`src/logic/sdram_ctrl_pkg.sv`:
```
// Shared constants for the SDRAM controller register bank and its CSR master
package sdram_ctrl_pkg;
  // Bus geometry
  localparam int unsigned ADDR_W = 14;
  localparam int unsigned DATA_W = 32;
  // Register byte offsets
  localparam logic [13:0] OFS_SYSTEM  = 14'h0000;
  localparam logic [13:0] OFS_DIRECT  = 14'h0004;
  localparam logic [13:0] OFS_TIMING  = 14'h0008;
  localparam logic [13:0] OFS_DELAY   = 14'h000C;
  // System control fields
  localparam int unsigned SYS_BYPASS  = 0;
  localparam int unsigned SYS_RESET   = 1;
  localparam int unsigned SYS_CKE     = 2;
  localparam logic        SYS_BYPASS_RST = 1'h1;
  localparam logic        SYS_RESET_RST  = 1'h1;
  localparam logic        SYS_CKE_RST    = 1'h0;
  // Direct command fields
  localparam int unsigned CMD_CS      = 0;
  localparam int unsigned CMD_WE      = 1;
  localparam int unsigned CMD_CAS     = 2;
  localparam int unsigned CMD_RAS     = 3;
  localparam int unsigned CMD_A_LO    = 4;
  localparam int unsigned CMD_A_HI    = 16;
  localparam int unsigned CMD_BA_LO   = 17;
  localparam int unsigned CMD_BA_HI   = 18;
  localparam int unsigned A_W         = 13;
  localparam int unsigned BA_W        = 2;
  // Memory timing fields
  localparam int unsigned TIM_RP_LO   = 0;
  localparam int unsigned TIM_RP_HI   = 2;
  localparam int unsigned TIM_RCD_LO  = 3;
  localparam int unsigned TIM_RCD_HI  = 5;
  localparam int unsigned TIM_CL      = 6;
  localparam int unsigned TIM_REFI_LO = 7;
  localparam int unsigned TIM_REFI_HI = 17;
  localparam int unsigned TIM_RFC_LO  = 18;
  localparam int unsigned TIM_RFC_HI  = 21;
  localparam int unsigned TIM_WR_LO   = 22;
  localparam int unsigned TIM_WR_HI   = 23;
  localparam logic [2:0]  TIM_RP_RST   = 3'h2;
  localparam logic [2:0]  TIM_RCD_RST  = 3'h2;
  localparam logic        TIM_CL_RST   = 1'h0;
  localparam logic [10:0] TIM_REFI_RST = 11'h2E4;
  localparam logic [3:0]  TIM_RFC_RST  = 4'h8;
  localparam logic [1:0]  TIM_WR_RST   = 2'h1;
  // Capture delay and phase fields
  localparam int unsigned DLY_RST     = 0;
  localparam int unsigned DLY_CE      = 1;
  localparam int unsigned DLY_INC     = 2;
  localparam int unsigned DLY_PSEN    = 3;
  localparam int unsigned DLY_PSINC   = 4;
  localparam int unsigned DLY_READY   = 5;
  localparam int unsigned DLY_LOCK_LO = 6;
  localparam int unsigned DLY_LOCK_HI = 7;
  localparam int unsigned LOCK_W      = 2;
  localparam logic [31:0] ZERO_WORD   = 32'h0000_0000;
endpackage

```
`src/logic/csr_link_if.sv`:
```
// CSR bus between the system CPU side and the register bank
`timescale 1ns/10ps
interface csr_link_if;
  logic [13:0] csr_a;
  logic        csr_we;
  logic        csr_re;
  logic [31:0] csr_di;
  logic [31:0] csr_do;

  modport bank (
    input  csr_a,
    input  csr_we,
    input  csr_re,
    input  csr_di,
    output csr_do
  );

  modport master (
    output csr_a,
    output csr_we,
    output csr_re,
    output csr_di,
    input  csr_do
  );
endinterface

```
`src/logic/sdram_ctrl_register_bank.sv`:
```
// Control register bank of the DDR SDRAM controller, CSR bus slave end
// How it works
// - Bypass bit hands pins to CPU path
// - Reset bit holds controller reset, default one
// - CKE bit drives clock-enable pin always
// - Software keeps CKE set after early init; master lets it drop with reset bit set
// - Direct command pulses command lines one cycle
// - Direct command bits ignored unless bypass enabled; address and bank fields always stored
// - Bits 0-3 drive CS WE CAS RAS low
// - Address and bank fields hold pin levels
// - Address updates with the command pulse
// - Software holds reset while changing timing
// - Precharge wait field, default two
// - Activate wait field, default two
// - CAS latency bit: two or three
// - Refresh interval field, default 740
// - Refresh recovery field, default eight
// - Write recovery field, default one
// - Delay writes pulse controls one cycle
// - Delay reset bit overrides other bits
// - Tap step, direction from bit two
// - Phase step pulse, direction from bit four
// - Ready bit mirrors clock manager ready
// - Lock inputs pass two-flop synchroniser
//
// Strobed register access was chosen for this implementation.
`timescale 1ns/10ps
module sdram_ctrl_register_bank (
  // Clock and reset
  input  wire logic          clk,
  input  wire logic          rst_n,
  // CSR bus
  csr_link_if.bank           csr,
  // Scheduler command path
  input  wire logic          sched_cs_n,
  input  wire logic          sched_we_n,
  input  wire logic          sched_cas_n,
  input  wire logic          sched_ras_n,
  input  wire logic [12:0]   sched_a,
  input  wire logic [1:0]    sched_ba,
  // SDRAM command pins
  output logic               sdram_cke,
  output logic               sdram_cs_n,
  output logic               sdram_we_n,
  output logic               sdram_cas_n,
  output logic               sdram_ras_n,
  output logic [12:0]        sdram_a,
  output logic [1:0]         sdram_ba,
  // Controller mode
  output logic               bypass,
  output logic               ctrl_reset,
  // Timing settings
  output logic [2:0]         t_precharge,
  output logic [2:0]         t_activate,
  output logic               cas_latency3,
  output logic [10:0]        t_refresh_interval,
  output logic [3:0]         t_refresh_recovery,
  output logic [1:0]         t_write_recovery,
  // Capture delay and strobe phase
  output logic               tap_reset,
  output logic               tap_step,
  output logic               tap_increment,
  output logic               phase_step,
  output logic               phase_increment,
  input  wire logic          phase_ready,
  input  wire logic [1:0]    clock_lock
);
  logic [12:0] cmd_a;
  logic [1:0]  cmd_ba;
  logic [1:0]  lock_meta;
  logic [1:0]  lock_sync;
  logic [31:0] read_word;

  wire hit_system = csr.csr_a == sdram_ctrl_pkg::OFS_SYSTEM;
  wire hit_direct = csr.csr_a == sdram_ctrl_pkg::OFS_DIRECT;
  wire hit_timing = csr.csr_a == sdram_ctrl_pkg::OFS_TIMING;
  wire hit_delay  = csr.csr_a == sdram_ctrl_pkg::OFS_DELAY;
  wire wr_system  = csr.csr_we & hit_system;
  wire wr_direct  = csr.csr_we & hit_direct;
  wire wr_timing  = csr.csr_we & hit_timing;
  wire wr_delay   = csr.csr_we & hit_delay;
  wire [31:0] di  = csr.csr_di;

  // Command issued only with bypass on
  wire issue = wr_direct & bypass;
  wire [12:0] next_cmd_a  = wr_direct ? di[sdram_ctrl_pkg::CMD_A_HI:sdram_ctrl_pkg::CMD_A_LO] : cmd_a;
  wire [1:0]  next_cmd_ba = wr_direct ? di[sdram_ctrl_pkg::CMD_BA_HI:sdram_ctrl_pkg::CMD_BA_LO] : cmd_ba;
  // Pin selection: scheduler or CPU path
  wire next_cs_n  = bypass ? ~(issue & di[sdram_ctrl_pkg::CMD_CS])  : sched_cs_n;
  wire next_we_n  = bypass ? ~(issue & di[sdram_ctrl_pkg::CMD_WE])  : sched_we_n;
  wire next_cas_n = bypass ? ~(issue & di[sdram_ctrl_pkg::CMD_CAS]) : sched_cas_n;
  wire next_ras_n = bypass ? ~(issue & di[sdram_ctrl_pkg::CMD_RAS]) : sched_ras_n;
  wire [12:0] next_pin_a  = bypass ? next_cmd_a  : sched_a;
  wire [1:0]  next_pin_ba = bypass ? next_cmd_ba : sched_ba;

  // Delay write decode, reset bit masks the rest
  wire dly_rst = wr_delay & di[sdram_ctrl_pkg::DLY_RST];
  wire dly_any = wr_delay & ~di[sdram_ctrl_pkg::DLY_RST];
  wire next_tap_step  = dly_any & di[sdram_ctrl_pkg::DLY_CE];
  wire next_tap_inc   = dly_any & di[sdram_ctrl_pkg::DLY_INC];
  wire next_ps_step   = dly_any & di[sdram_ctrl_pkg::DLY_PSEN];
  wire next_ps_inc    = dly_any & di[sdram_ctrl_pkg::DLY_PSINC];

  // Read mux, unread bits zero
  wire [31:0] rd_system = {29'h0, sdram_cke, ctrl_reset, bypass};
  wire [31:0] rd_direct = {13'h0, cmd_ba, cmd_a, 4'h0};
  wire [31:0] rd_timing = {8'h00, t_write_recovery, t_refresh_recovery, t_refresh_interval,
                           cas_latency3, t_activate, t_precharge};
  wire [31:0] rd_delay  = {24'h0, lock_sync, phase_ready, 5'h0};
  wire [31:0] next_read = ~csr.csr_re ? sdram_ctrl_pkg::ZERO_WORD :
                          hit_system  ? rd_system :
                          hit_direct  ? rd_direct :
                          hit_timing  ? rd_timing :
                          hit_delay   ? rd_delay  : sdram_ctrl_pkg::ZERO_WORD;
  assign csr.csr_do = read_word;

  always_ff @(posedge clk or negedge rst_n) begin
    if (!rst_n) begin
      bypass     <= sdram_ctrl_pkg::SYS_BYPASS_RST;
      ctrl_reset <= sdram_ctrl_pkg::SYS_RESET_RST;
      sdram_cke  <= sdram_ctrl_pkg::SYS_CKE_RST;
    end else if (wr_system) begin
      bypass     <= di[sdram_ctrl_pkg::SYS_BYPASS];
      ctrl_reset <= di[sdram_ctrl_pkg::SYS_RESET];
      sdram_cke  <= di[sdram_ctrl_pkg::SYS_CKE];
    end
  end

  always_ff @(posedge clk or negedge rst_n) begin
    if (!rst_n) begin
      t_precharge        <= sdram_ctrl_pkg::TIM_RP_RST;
      t_activate         <= sdram_ctrl_pkg::TIM_RCD_RST;
      cas_latency3       <= sdram_ctrl_pkg::TIM_CL_RST;
      t_refresh_interval <= sdram_ctrl_pkg::TIM_REFI_RST;
      t_refresh_recovery <= sdram_ctrl_pkg::TIM_RFC_RST;
      t_write_recovery   <= sdram_ctrl_pkg::TIM_WR_RST;
    end else if (wr_timing) begin
      t_precharge        <= di[sdram_ctrl_pkg::TIM_RP_HI:sdram_ctrl_pkg::TIM_RP_LO];
      t_activate         <= di[sdram_ctrl_pkg::TIM_RCD_HI:sdram_ctrl_pkg::TIM_RCD_LO];
      cas_latency3       <= di[sdram_ctrl_pkg::TIM_CL];
      t_refresh_interval <= di[sdram_ctrl_pkg::TIM_REFI_HI:sdram_ctrl_pkg::TIM_REFI_LO];
      t_refresh_recovery <= di[sdram_ctrl_pkg::TIM_RFC_HI:sdram_ctrl_pkg::TIM_RFC_LO];
      t_write_recovery   <= di[sdram_ctrl_pkg::TIM_WR_HI:sdram_ctrl_pkg::TIM_WR_LO];
    end
  end

  // Stored direct fields, kept even with bypass off
  always_ff @(posedge clk or negedge rst_n) begin
    if (!rst_n) begin
      cmd_a  <= '0;
      cmd_ba <= '0;
    end else begin
      cmd_a  <= next_cmd_a;
      cmd_ba <= next_cmd_ba;
    end
  end

  always_ff @(posedge clk or negedge rst_n) begin
    if (!rst_n) begin
      sdram_cs_n  <= 1'h1;
      sdram_we_n  <= 1'h1;
      sdram_cas_n <= 1'h1;
      sdram_ras_n <= 1'h1;
      sdram_a     <= '0;
      sdram_ba    <= '0;
    end else begin
      sdram_cs_n  <= next_cs_n;
      sdram_we_n  <= next_we_n;
      sdram_cas_n <= next_cas_n;
      sdram_ras_n <= next_ras_n;
      sdram_a     <= next_pin_a;
      sdram_ba    <= next_pin_ba;
    end
  end

  always_ff @(posedge clk or negedge rst_n) begin
    if (!rst_n) begin
      tap_reset       <= 1'h0;
      tap_step        <= 1'h0;
      tap_increment   <= 1'h0;
      phase_step      <= 1'h0;
      phase_increment <= 1'h0;
    end else begin
      tap_reset       <= dly_rst;
      tap_step        <= next_tap_step;
      tap_increment   <= next_tap_inc;
      phase_step      <= next_ps_step;
      phase_increment <= next_ps_inc;
    end
  end

  // Lock inputs may be asynchronous: only the second stage is read
  always_ff @(posedge clk or negedge rst_n) begin
    if (!rst_n) begin
      lock_meta <= '0;
      lock_sync <= '0;
    end else begin
      lock_meta <= clock_lock;
      lock_sync <= lock_meta;
    end
  end

  always_ff @(posedge clk or negedge rst_n) begin
    if (!rst_n) begin
      read_word <= sdram_ctrl_pkg::ZERO_WORD;
    end else begin
      read_word <= next_read;
    end
  end
endmodule

```
`src/flat_wrapper.sv`:
```
// flat-port wrapper written by rule: the top's interface ports become plain ports
module sdram_ctrl_register_bank_flat 
  (clk, rst_n, sched_cs_n, sched_we_n, sched_cas_n, sched_ras_n, sched_a, sched_ba, sdram_cke, sdram_cs_n, sdram_we_n, sdram_cas_n, sdram_ras_n, sdram_a, sdram_ba, bypass, ctrl_reset, t_precharge, t_activate, cas_latency3, t_refresh_interval, t_refresh_recovery, t_write_recovery, tap_reset, tap_step, tap_increment, phase_step, phase_increment, phase_ready, clock_lock, csr_csr_a, csr_csr_we, csr_csr_re, csr_csr_di, csr_csr_do);
  csr_link_if csr_i ();
  input  wire logic clk;
  input  wire logic rst_n;
  input  wire logic sched_cs_n;
  input  wire logic sched_we_n;
  input  wire logic sched_cas_n;
  input  wire logic sched_ras_n;
  input  wire logic [12:0] sched_a;
  input  wire logic [1:0] sched_ba;
  output logic sdram_cke;
  output logic sdram_cs_n;
  output logic sdram_we_n;
  output logic sdram_cas_n;
  output logic sdram_ras_n;
  output logic [12:0] sdram_a;
  output logic [1:0] sdram_ba;
  output logic bypass;
  output logic ctrl_reset;
  output logic [2:0] t_precharge;
  output logic [2:0] t_activate;
  output logic cas_latency3;
  output logic [10:0] t_refresh_interval;
  output logic [3:0] t_refresh_recovery;
  output logic [1:0] t_write_recovery;
  output logic tap_reset;
  output logic tap_step;
  output logic tap_increment;
  output logic phase_step;
  output logic phase_increment;
  input  wire logic phase_ready;
  input  wire logic [1:0] clock_lock;
  input wire logic [$bits(csr_i.csr_a)-1:0] csr_csr_a;
  input wire logic [$bits(csr_i.csr_we)-1:0] csr_csr_we;
  input wire logic [$bits(csr_i.csr_re)-1:0] csr_csr_re;
  input wire logic [$bits(csr_i.csr_di)-1:0] csr_csr_di;
  output wire logic [$bits(csr_i.csr_do)-1:0] csr_csr_do;
  assign csr_i.csr_a = csr_csr_a;
  assign csr_i.csr_we = csr_csr_we;
  assign csr_i.csr_re = csr_csr_re;
  assign csr_i.csr_di = csr_csr_di;
  assign csr_csr_do = csr_i.csr_do;
  sdram_ctrl_register_bank u_core (.clk(clk), .rst_n(rst_n), .csr(csr_i), .sched_cs_n(sched_cs_n), .sched_we_n(sched_we_n), .sched_cas_n(sched_cas_n), .sched_ras_n(sched_ras_n), .sched_a(sched_a), .sched_ba(sched_ba), .sdram_cke(sdram_cke), .sdram_cs_n(sdram_cs_n), .sdram_we_n(sdram_we_n), .sdram_cas_n(sdram_cas_n), .sdram_ras_n(sdram_ras_n), .sdram_a(sdram_a), .sdram_ba(sdram_ba), .bypass(bypass), .ctrl_reset(ctrl_reset), .t_precharge(t_precharge), .t_activate(t_activate), .cas_latency3(cas_latency3), .t_refresh_interval(t_refresh_interval), .t_refresh_recovery(t_refresh_recovery), .t_write_recovery(t_write_recovery), .tap_reset(tap_reset), .tap_step(tap_step), .tap_increment(tap_increment), .phase_step(phase_step), .phase_increment(phase_increment), .phase_ready(phase_ready), .clock_lock(clock_lock));
endmodule
```
`config.mk`:
```
export PLATFORM = sky130hd
export DESIGN_NAME = sdram_ctrl_register_bank_flat
export DESIGN_NICKNAME = d
export VERILOG_FILES = /design/src/logic/sdram_ctrl_pkg.sv /design/src/logic/csr_link_if.sv /design/src/logic/sdram_ctrl_register_bank.sv /design/src/flat_wrapper.sv
export SDC_FILE = /design/constraint.sdc
export NUM_CORES = 1
export LEC_CHECK = 0
export BUFFER_PORTS_ARGS = -buffer_cell sky130_fd_sc_hd__buf_2
export CELL_PAD_IN_SITES_DETAIL_PLACEMENT = 1
export CELL_PAD_IN_SITES_GLOBAL_PLACEMENT = 1
export CORE_MARGIN = 2
export CORE_UTILIZATION = 25
export CTS_BUF_LIST = sky130_fd_sc_hd__clkbuf_4 sky130_fd_sc_hd__clkbuf_8
export DETAILED_ROUTE_END_ITERATION = 6
export PLACE_DENSITY = 0.55
export SYNTH_ARGS = -nofsm -noshare
export SYNTH_HDL_FRONTEND = slang
export SYNTH_SLANG_ARGS = --single-unit
```
`constraint.sdc`:
```
create_clock -name clk -period 1.3 [get_ports clk]
set_input_delay 0.065 -clock clk [delete_from_list [all_inputs] [get_ports clk]]
set_output_delay 0.065 -clock clk [all_outputs]
set_load 0.02 [all_outputs]
```
==> impl_metrics.ini <==
[layout]
nFillCells = 1781
final_cells = 764
register_area_um2 = 2371
final_nets = 614
syn_to_final_growth_pct = 54.92
post-route-util = 0.3993
multi_input_area_um2 = 1775
drive_gt1_frac = 0.4881

[setup_path]
r2r_cells = 4
crit_type = input port to flip-flop
cp.required_ns = 1.55
crit_slowest_cell = or4_2
startpoint = csr_csr_a[0]
startpoint_type = input port
reg2reg_to = u_core.sdram_a[7]
setup.worst_path.end = u_core.sdram_a[1]
path_depth = 5
regToRegStartpoint = u_core.bypass
end_kind = flip-flop
critPathMaxFanout = 4
worst_path_largest_cell_delay_ns = 0.73
critPathBufInv = 2
cp_top_family = simple AND/OR/NAND/NOR gates
r2r_slack_ns = 0.09
path_cells = buf_6, or4_2, o41ai_1, buf_4, a31oi_1
crit_arrival_ns = 1.54

[logic_synthesis]
ys_warn_count = 0
synthesis.area_um2 = 4124
yosys_register_bits = 94
avgSynthCellArea_um2 = 12.53
seq_area_frac_synth = 0.5749
synthDistinctLibCells = 35
async_reset_ff_frac = 1.000
synth_ff_type = dfrtp_1
synth_edf_count = 0
netlist_instances = 329

[sta]
maxSlewHeadroom = 0.5851
rsz0062_at_grt = yes
min_period_ns = 1.288
finalCritPeriodShare = 0.9908
finalClockSkew_ns = 0.009904
tightestPinTransition_ns = 0.6196
max_freq_mhz = 776.4
slew_viol_final = 0
hold_viol_final = 0
setup_viol = 0

[job]
drv_cap = 0

[clock_network]
clock_path_buffers = 2
htree_levels = 3
clock_tree.root_cell = clkbuf_8
cts_buffers = 9
cts_sinks = 94
cts_tree = yes
clk_latency_ns = 0.37
path_clk_slew_ns = 0.10

[floorplan]
initial_utilization = 0.2577
rows = 46
chipWidth_um = 132.4
core-area_um2 = 16000
die_h_um = 132.4
io_pins = 155
die_area_um2 = 17540

[drt]
antenna_left = 0
post-route-drc-count = 0
dr.pass1.iters = 4
wl_per_cell_um = 19.15
routed_wl_mm = 14.63
dr.first_iter.drc_count = 172
vias = 3528
vias_per_cell = 4.618

[global_route]
gr-total-overflow = 0
grt_pass1_wl_mm = 22.60
grt_max_degree = 95
first_global_vias = 3829
grt_antenna_before_repair = 2
grt_usage = 0.1679

[power]
switching_share = 0.2318
switchingPower_mw = 1.453
power.share.clock = 0.415
peakVddDrop_mv = 0.3745
p_int_mw = 4.815
power_frac_seq = 0.475
power_density_nw_per_um2 = 981.1
leakage_nw = 3.214
share_comb_of_total_power = 0.110

[place]
dp.cells = 695
io_buffers = 138
dpl.hpwl_mm = 9.974
gp_congestion = 0.8124

[worst_hold_path]
hold_class = input port to flip-flop

[run_status]
status = complete, no violations
cell usage in the layout (no fill, tap or decap), drive strengths merged, types with 18 or more instances in the layout:
cell / Yosys / routed
a31oi: 19 / 19
buf: 18 / 183
dfrtp: 79 / 79
dlygate4sd3: 0 / 46
mux2: 30 / 30
nand4: 18 / 18
nor2: 35 / 35
flip-flops by register name (all words and copies together) (netlist names), 3 cells and up:
signal                     flops
u_core.csr.csr_do             24
u_core.t_refresh_recovery      4
u_core.t_refresh_interval     11
u_core.t_activate              3
u_core.t_precharge             3
u_core.cmd_a                  13
u_core.sdram_a                13
how the worst min path moves through the flow:
stage,start,to,slack [ns],cells after the start
floorplan,rst_n,u_core.cas_latency3,-0.23,0
CTS,csr_csr_a[2],u_core.csr.csr_do[0],0.04,3
global placement,rst_n,u_core.csr.csr_do[20],0.16,2
detailed placement,rst_n,u_core.csr.csr_do[22],0.17,2
global route,csr_csr_a[2],u_core.csr.csr_do[0],0.06,3
finish,csr_csr_re,u_core.csr.csr_do[4],0.07,4
metrics by stage:
step / hold slack [ns] / cell area, um^2 / total power [mW] / setup TNS, ns / setup WS, ns
finish: 0.07144 / 6389 / 6.268 / 0 / 0.01193
global route: 0.06384 / 6389 / 6.535 / -0.01845 / -0.01462
CTS: 0.04194 / 6340 / 6.335 / 0 / 0.001834
detailed placement: 0.1659 / 5527 / 3.604 / -25.37 / -0.4258
global placement: 0.1569 / 5527 / 3.592 / -22.08 / -0.3837
floorplan: -0.2306 / 4398 / 3.285 / -6.405 / -0.2122
power by group through the flow:
stage               clock network [mW]  logic, mW  registers (mW)
floorplan                            0      0.210            3.07
global placement                     0      0.555            3.04
detailed placement                   0      0.569            3.04
CTS                               2.68      0.679            2.98
global route                      2.80      0.747            2.98
finish                            2.60      0.687            2.98
per-layer routing:
layer	vias up	wire length [um]	global-route usage
met5	-	13	0
met4	2	138	0.04062
met3	11	790	0.04061
met2	115	6909	0.2723
met1	1759	6779	0.2267
li1	1641	-	-
cells in the mapped netlist (9+ instances only):
cell,count,area share
mux2_1,23,0.063
clkbuf_1,18,0.016
buf_4,9,0.016
nor2_1,35,0.032
a31oi_1,19,0.029
a22oi_1,15,0.027
and4b_1,15,0.036
nand4_1,16,0.024
o41ai_2,10,0.039
nand2_1,15,0.014
dfrtp_1,79,0.48
dfstp_2,15,0.096
cell type report:
cell class	count	area share
Sequential cell	94	0.3711
Multi-Input combinational cell	203	0.2779
Timing Repair Buffer	230	0.2642
Tap cell	216	0.04230
Clock buffer	12	0.02291
Clock inverter	4	0.01880
Inverter	4	0.002350
Antenna cell	1	0.0003917
worst reg2reg max path: cells and delay by family (launching register included):
family	cells	cell delay [ns]
flip-flops	1	0.57
buffers and inverters	2	0.31
AO/OA/AOI/OAI	1	0.15
AND/OR/NAND/NOR	1	0.09
timing repair:
item                                    in CTS  in global routing
pin swaps                                    0                  4
hold endpoints to repair                   132                  0
endpoints found under the setup margin       3                 26
resized for setup                            2                  8
hold buffers                                46                  0
buffers inserted                             2                  0
gates cloned                                 2                  2
kinds of logic after synthesis:
kind of cell    synth area share
flops                     0.5749
compound gates            0.1062
other cells            0.0009093
buf+inv                  0.05248
simple gates              0.1763
mux                      0.08920
(Power assumes the default switching activity.)
